<file path="src/ksw_params.svh">
`ifndef KSW_PARAMS_SVH
`define KSW_PARAMS_SVH
// ****************************************
// Register map
// ****************************************
`define KSW_OFS_SERVICE  8'ha6
`define KSW_OFS_CTRL     8'ha7
`define KSW_OFS_IRQ_STAT 8'ha8
`define KSW_OFS_IRQ_MASK 8'ha9
// ****************************************
// Control register fields
// ****************************************
`define KSW_CTRL_PS_HI   7
`define KSW_CTRL_PS_LO   5
`define KSW_CTRL_IDLE    4
`define KSW_CTRL_FLAG    1
`define KSW_CTRL_RUN     0
`define KSW_CTRL_RESET   8'h00
// ****************************************
// Key bytes and interrupt events
// ****************************************
`define KSW_KEY_FIRST    8'h1e
`define KSW_KEY_SECOND   8'he1
`define KSW_EV_TIMEOUT   0
`define KSW_EV_BADKEY    1
`define KSW_EV_FED       2
`define KSW_EV_RESET     3'h0
// ****************************************
// Counter geometry
// ****************************************
`define KSW_PRE_WIDTH    7
`define KSW_TMR_WIDTH    14
`endif

</file>
<file path="src/ksw_pkg.sv">
package ksw_pkg;
   typedef struct packed {
      logic [7:0] addr;
      logic [7:0] wdata;
      logic       wr;
      logic       rd;
   } ksw_bus_req_type;

   typedef enum logic [0:0] {
      KSW_KEY_WAIT   = 1'b0,
      KSW_KEY_HALF   = 1'b1
   } ksw_key_state_type;

   typedef struct packed {
      logic [2:0] period_sel;
      logic       idle_freeze;
      logic       timeout_flag;
      logic       running_status;
   } ksw_ctrl_type;
endpackage

</file>
<file path="src/ksw_watchdog.sv">
// Chosen here: the address map and the plain strobed port.
`timescale 1ns/1ps
`include "ksw_params.svh"

// Operation
// - Count advances every clock while enabled
// - Three-bit select doubles period, 16K..2048K
// - Any reset disables; power-down stops count
// - Expiry without service pulses system reset
// - Fourteen-bit timer behind seven-bit prescaler
// - Key 0x1E then 0xE1 starts timer
// - Running bit set once timer enabled
// - Correct key before expiry prevents reset
// - Other write between key bytes breaks sequence
// - Wrong key sequence resets immediately
// - Idle freeze bit stops count in idle
// - Overflow flag set on reset, software clears
// - Running bit read-only, writes ignored
module ksw_watchdog
   import ksw_pkg::*;
#(
   parameter int PRE_W = `KSW_PRE_WIDTH,
   parameter int TMR_W = `KSW_TMR_WIDTH
)
(
   input  wire logic            clk,
   input  wire logic            rst_n,
   input  wire ksw_bus_req_type bus_req,
   output logic [7:0]           rdata,
   input  wire logic            idle,
   input  wire logic            power_down,
   output logic                 sys_reset_pulse,
   output logic                 irq
);

   // ****************************************
   // Reset release
   // ****************************************
   logic rst_meta_q;
   logic rst_sync_q;

   always_ff @(posedge clk or negedge rst_n)
   begin
      if (!rst_n)
      begin
         rst_meta_q <= 1'b0;
         rst_sync_q <= 1'b0;
      end
      else
      begin
         rst_meta_q <= 1'b1;
         rst_sync_q <= rst_meta_q;
      end
   end

   // ****************************************
   // Helpers
   // ****************************************
   function automatic logic hit(input ksw_bus_req_type r, input logic [7:0] ofs);
      hit = (r.addr == ofs);
   endfunction

   // Prescaler tap: low ps bits all ones gives a divide by 2**ps
   function automatic logic pre_tick(input logic [PRE_W-1:0] pre,
                                     input logic [2:0]       ps);
      logic [PRE_W-1:0] m;
      m = {PRE_W{1'b1}} >> (3'(PRE_W) - ps);
      pre_tick = &(pre | ~m);
   endfunction

   // ****************************************
   // State
   // ****************************************
   ksw_ctrl_type      ctrl_q;
   ksw_key_state_type key_q;
   logic [PRE_W-1:0]  pre_q;
   logic [TMR_W-1:0]  tmr_q;
   logic [2:0]        irq_stat_q;
   logic [2:0]        irq_mask_q;
   logic [7:0]        rdata_q;
   logic              pulse_q;

   logic wr_service;
   logic wr_ctrl;
   logic wr_stat;
   logic wr_mask;
   logic wr_other;
   logic key_good;
   logic key_bad;
   logic cnt_en;
   logic tick;
   logic expire;
   logic wd_reset;
   logic [2:0] events;

   assign wr_service = bus_req.wr && hit(bus_req, `KSW_OFS_SERVICE);
   assign wr_ctrl    = bus_req.wr && hit(bus_req, `KSW_OFS_CTRL);
   assign wr_stat    = bus_req.wr && hit(bus_req, `KSW_OFS_IRQ_STAT);
   assign wr_mask    = bus_req.wr && hit(bus_req, `KSW_OFS_IRQ_MASK);
   assign wr_other   = bus_req.wr && !wr_service;

   // ****************************************
   // Key sequence
   // ****************************************
   // Second byte completes the key only if nothing else was written between
   assign key_good = wr_service && (key_q == KSW_KEY_HALF)
                     && (bus_req.wdata == `KSW_KEY_SECOND);
   // Reads between the two bytes are harmless; any other write is not
   assign key_bad  = (wr_service && (key_q == KSW_KEY_WAIT)
                      && (bus_req.wdata != `KSW_KEY_FIRST))
                   || (wr_service && (key_q == KSW_KEY_HALF)
                      && (bus_req.wdata != `KSW_KEY_SECOND))
                   || (wr_other && (key_q == KSW_KEY_HALF));

   always_ff @(posedge clk or negedge rst_sync_q)
   begin
      if (!rst_sync_q)
         key_q <= KSW_KEY_WAIT;
      else
      begin
         case (key_q)
            KSW_KEY_WAIT:
               if (wr_service && (bus_req.wdata == `KSW_KEY_FIRST))
                  key_q <= KSW_KEY_HALF;
            KSW_KEY_HALF:
               if (bus_req.wr)
                  key_q <= KSW_KEY_WAIT;
            default:
               key_q <= KSW_KEY_WAIT;
         endcase
      end
   end

   // ****************************************
   // Counter
   // ****************************************
   assign cnt_en = ctrl_q.running_status && !power_down
                   && !(idle && ctrl_q.idle_freeze);
   assign tick   = cnt_en && pre_tick(pre_q, ctrl_q.period_sel);
   assign expire = tick && (&tmr_q);
   // A good key in the expiry cycle still rescues the system
   assign wd_reset = key_bad || (expire && !key_good);

   always_ff @(posedge clk or negedge rst_sync_q)
   begin
      if (!rst_sync_q)
      begin
         pre_q <= '0;
         tmr_q <= '0;
      end
      else if (key_good || wd_reset)
      begin
         pre_q <= '0;
         tmr_q <= '0;
      end
      else if (cnt_en)
      begin
         pre_q <= pre_q + 1'b1;
         if (tick)
            tmr_q <= tmr_q + 1'b1;
      end
   end

   // ****************************************
   // Control register
   // ****************************************
   always_ff @(posedge clk or negedge rst_sync_q)
   begin
      if (!rst_sync_q)
         ctrl_q <= ksw_ctrl_type'(6'(`KSW_CTRL_RESET));
      else
      begin
         if (wr_ctrl)
         begin
            ctrl_q.period_sel  <= bus_req.wdata[`KSW_CTRL_PS_HI:`KSW_CTRL_PS_LO];
            ctrl_q.idle_freeze <= bus_req.wdata[`KSW_CTRL_IDLE];
            if (!bus_req.wdata[`KSW_CTRL_FLAG])
               ctrl_q.timeout_flag <= 1'b0;
         end
         // Set wins over a clearing write in the same cycle
         if (wd_reset)
            ctrl_q.timeout_flag <= 1'b1;
         // Watchdog reset disables the timer like any other reset
         if (wd_reset)
            ctrl_q.running_status <= 1'b0;
         else if (key_good)
            ctrl_q.running_status <= 1'b1;
      end
   end

   // ****************************************
   // Reset pulse and interrupts
   // ****************************************
   always_ff @(posedge clk or negedge rst_sync_q)
   begin
      if (!rst_sync_q)
         pulse_q <= 1'b0;
      else
         pulse_q <= wd_reset;
   end

   // Feeds are reported too, so software can see that its key landed
   assign events = {key_good, key_bad, expire && !key_good};

   always_ff @(posedge clk or negedge rst_sync_q)
   begin
      if (!rst_sync_q)
      begin
         irq_stat_q <= `KSW_EV_RESET;
         irq_mask_q <= `KSW_EV_RESET;
      end
      else
      begin
         irq_stat_q <= (irq_stat_q & ~(wr_stat ? bus_req.wdata[2:0] : 3'h0)) | events;
         if (wr_mask)
            irq_mask_q <= bus_req.wdata[2:0];
      end
   end

   // ****************************************
   // Read port
   // ****************************************
   // Unmapped and write-only addresses read as zero
   always_ff @(posedge clk or negedge rst_sync_q)
   begin
      if (!rst_sync_q)
         rdata_q <= 8'h00;
      else if (!bus_req.rd)
         rdata_q <= 8'h00;
      else if (hit(bus_req, `KSW_OFS_CTRL))
         rdata_q <= {ctrl_q.period_sel, ctrl_q.idle_freeze, 2'b00,
                     ctrl_q.timeout_flag, ctrl_q.running_status};
      else if (hit(bus_req, `KSW_OFS_IRQ_STAT))
         rdata_q <= {5'h00, irq_stat_q};
      else if (hit(bus_req, `KSW_OFS_IRQ_MASK))
         rdata_q <= {5'h00, irq_mask_q};
      else
         rdata_q <= 8'h00;
   end

   assign rdata           = rdata_q;
   assign sys_reset_pulse = pulse_q;
   assign irq             = |(irq_stat_q & irq_mask_q);
endmodule

</file>
<file path="config.mk">
export PLATFORM = sky130hd
export DESIGN_NAME = ksw_watchdog
export DESIGN_NICKNAME = d
export VERILOG_FILES = /design/src/ksw_pkg.sv /design/src/ksw_watchdog.sv
export VERILOG_INCLUDE_DIRS = /design/src /design/src/src
export SDC_FILE = /design/constraint.sdc
export NUM_CORES = 1
export LEC_CHECK = 0
export ABC_AREA = 0
export BUFFER_PORTS_ARGS = -buffer_cell sky130_fd_sc_hd__buf_2
export CAP_MARGIN = 25
export CORE_ASPECT_RATIO = 0.9
export CORE_UTILIZATION = 45
export DETAILED_ROUTE_END_ITERATION = 16
export GPL_TIMING_DRIVEN = 1
export HOLD_SLACK_MARGIN = 0.06
export PLACE_DENSITY = 0.69
export SYNTH_ARGS = -nofsm -noshare
export SYNTH_HDL_FRONTEND = slang
export SYNTH_SLANG_ARGS = --single-unit
</file>
<file path="constraint.sdc">
create_clock -name clk -period 1.8 [get_ports clk]
set_input_delay 0.09 -clock clk [delete_from_list [all_inputs] [get_ports clk]]
set_output_delay 0.09 -clock clk [all_outputs]
set_load 0.05 [all_outputs]
</file>
==> key figures <==
Synthesis
  – Share of synthesized area occupied by flip-flops and latches: a little under half
  – YS warnings: 0
  – Flops & latches, synth: 44
  – Post-synth design cell area: between 0.002 and 0.0025 sq mm
  – Synthesized net count: around 240
  – Per-instance average area after synthesis: ~11 sq um
  – Count of mapped cells out of synthesis: ~210
  – Number of flops mapped to enable cells by yosys: 0
  – Top_reg_cell synth: dfrtp_1
  – Share of synthesized registers carrying an async set or reset: between 90% and 100%
  – Number of library cell types mapped by synthesis: 47

Floorplan
  – Chip Width: 77.4 um
  – # IOs: 32
  – Initial Util: 47.1%
  – Y dimension of the die: roughly 70 um
  – Std-Cell Core Area: between 0.004 and 0.005 sq mm
  – Die footprint: between 0.005 and 0.006 sq mm
  – Placement Rows: 24

Placed design
  – Number of port buffers: 30
  – Area of placed instances: ~0.0027 sq mm
  – Final weighted congestion in routability-driven placement: roughly 0.75
  – Post-DP HPWL: 3580 um

Run
  – Number of maximum-capacitance violations: 0

Drt
  – TritonRoute pass-1 iters: 4
  – DRC marker count from the first detailed-route iteration: between 90 and 100
  – DRC errors left: 0
  – Detailed Route WL: roughly 5200 um
  – Via-per-instance ratio: approximately 5.6
  – Overall via count from detail_route: 1897
  – Antenna viol nets, final: 0
  – Routed len/inst: roughly 16 um

Layout
  – Layout area overhead: 30.3%
  – Inserted Diodes: 0
  – Post-layout util: approximately three fifths
  – Count of fill cells added during filler insertion: between 300 and 400
  – Leading cell types in the layout, fill and taps excluded: 43 x dfrtp_1, 30 x buf_2, 22 x buf_4
  – Nets: between 200 and 300
  – Cell area after layout: 0.00300 sq mm
  – Fraction of final layout cells sized beyond drive strength 1: approximately two fifths
  – Leading cell type in the layout, fill and taps excluded: dfrtp_1

STA
  – Post-layout minimum cycle time: around 1.9 ns
  – Worst slack on hold paths: approximately 0.066 ns
  – Final Max Slew Viols: 0
  – Post-route fraction of the period consumed by the critical path: 103%
  – Setup repair after global routing missed its margin: true
  – Maximum clock frequency: roughly 540 MHz
  – Number of endpoints failing setup at the final stage: 22
  – Worst-case setup margin in the final layout: -0.0525 ns
  – Final Skew: about 0.0068 ns
  – Hold Fails Final Rpt: 0

Hold path
  – Startpoint of the most critical hold path: bus_req[2]
  – Worst Hold Endpoint: irq_mask_q[0]$_DFFE_PN0P_
  – Worst hold path depth: 2
  – Type of the most critical hold path: in2reg

Clock network
  – Clock transition at the registers of the reported paths: ~0.08 ns
  – CTS tree: yes
  – H-tree depth reported by CTS: 2
  – Max Buffers Root-to-Sink: 2
  – Clock Latency Late Sink: 0.29 ns
  – Total CTS buffers: 5
  – Clock tree root driver cell: clkbuf_8
  – Count of clock tree sinks: 44

Power
  – Power density over the cells: approximately 650 mW/mm^2
  – Peak supply drop: roughly 0.51 mV
  – Power consumption: a little under 2 mW
  – Leakage: ~1.4 nW

Critical path
  – Capture point of the worst reg-to-reg path: pre_q[5]$_DFFE_PN0P_
  – Startpoint of the lowest-slack register-to-register path: ctrl_q[5]$_DFFE_PN0P_
  – Critical path required time: just under 2 ns
  – Endpoint type of the worst setup path: register
  – Path type of the worst setup path: reg2reg
  – Register-to-Register Path Depth: 7
  – Worst EP arrival: 2.02 ns
  – Reg-to-reg setup timing slack: -0.05 ns
  – Highest net fanout along the worst path: 15
  – Category of the worst setup path launch point: register

Global routing
  – Number of global-route vias before repair: around 1800
  – Number of antenna violations at the first check in global routing: 0
  – Largest net degree at the start of global routing: 30
  – Global route overflow: 0
  – Wire length of the first global-routing pass: between 8000 and 9000 um
  – GRT Resource Usage Total: approximately a fifth

Run status
  – Outcome: finished, violations left
  – Violated checks: setup timing
==> synth_stat cells (6+ instances only) <==
| library cell | count | share of area, % |
|---|---|---|
| nor2_1 | 6 | 0.98 |
| nand4_1 | 9 | 2.4 |
| clkbuf_1 | 6 | 0.98 |
| o31ai_1 | 10 | 3.3 |
| o21ai_0 | 6 | 1.3 |
| nand3_1 | 7 | 1.5 |
| and3_1 | 8 | 2.2 |
| nor3_1 | 10 | 2.2 |
| mux2_2 | 10 | 4.9 |
| dfrtp_1 | 44 | 48 |
| or4_1 | 10 | 3.3 |
| nand2_1 | 15 | 2.4 |
| a211oi_2 | 10 | 5.4 |
==> stage by stage <==
stage	TNS [ns]	cells	setup slack [ns]
4_1_cts	-0.198	333	-0.0836
6_report	-0.682	336	-0.0525
3_3_place_gp	-0.0497	322	-0.0405
2_1_floorplan	-0.0266	214	-0.0266
5_1_grt	-2.84	336	-0.154
3_5_place_dp	-0.422	322	-0.0674
==> layout make-up <==
type | count | area, sq um | share of cell area [%]
multi-input combinational | 153 | 1220 | 40.8
clock buffer | 6 | 72.6 | 2.42
tap | 65 | 81.3 | 2.71
timing repair buffer | 61 | 467 | 15.5
inverter | 5 | 18.8 | 0.625
sequential | 44 | 1100 | 36.7
clock inverter | 2 | 35.0 | 1.17
==> worst max-delay path: stages, from the launching register on <==
cell and delay (ns):
dfrtp_1 0.38, a21bo_1 0.17, a31oi_1 0.06, a221o_2 0.37, buf_12 0.16, nor4_4 0.26
buf_6 0.23, nor3_1 0.08
==> sequential cells by signal, indices dropped and copies added (netlist names) <==
name / cells
tmr_q: 14
rst_sync_q: 1
pre_q: 7
sys_reset_pulse: 1
irq_stat_q: 3
ctrl_q: 6
rst_meta_q: 1
irq_mask_q: 3
key_q: 1
rdata: 7
==> what timing repair did <==
item | 4_1_cts | 5_1_grt
endpoints found under the setup margin | 19 | 24
buffers inserted | 0 | 1
gates resized for setup | 2 | 14
hold endpoints to repair | 4 | 0
cloned | 0 | 2
pin swaps | 0 | 5
hold buffers | 3 | 0
==> worst max path at each step <==
stage / cells after the start / slack [ns] / startpoint / to
after floorplan: 6 / -0.03 / ctrl_q[5]$_DFFE_PN0P_ / tmr_q[10]$_DFFE_PN0P_
after global placement: 6 / -0.04 / ctrl_q[5]$_DFFE_PN0P_ / tmr_q[10]$_DFFE_PN0P_
after detailed placement: 6 / -0.07 / ctrl_q[5]$_DFFE_PN0P_ / tmr_q[10]$_DFFE_PN0P_
after CTS: 6 / -0.08 / ctrl_q[5]$_DFFE_PN0P_ / tmr_q[10]$_DFFE_PN0P_
after global routing: 7 / -0.15 / ctrl_q[5]$_DFFE_PN0P_ / pre_q[1]$_DFFE_PN0P_
final: 7 / -0.05 / ctrl_q[5]$_DFFE_PN0P_ / pre_q[5]$_DFFE_PN0P_
==> routing by layer <==
layer	share of wire [%]	wire (um)	track usage (%)
met5	0	0	0
met4	0.67	35	6.29
met1	45	2360	28.2
met2	49	2560	32.2
met3	4.7	246	4.31
==> cells by family after synthesis <==
kind of cell,Yosys count,synth area share (%)
AND/OR/NAND/NOR,89,23.6
flip-flops,44,47.8
AO/OA/AOI/OAI,43,16.0
buffers and inverters,17,3.58
multiplexers,11,5.32
XOR/XNOR,6,2.28
adder cells (fa/ha/maj),2,1.09
other,2,0.326
==> power breakdown <==
| group | switching [mW] | internal, mW |
|---|---|---|
| Combinational | 0.0914 | 0.0914 |
| Sequential | 0.0176 | 1.00 |
| Clock | 0.327 | 0.412 |
Power figures use the tool's default switching activity.
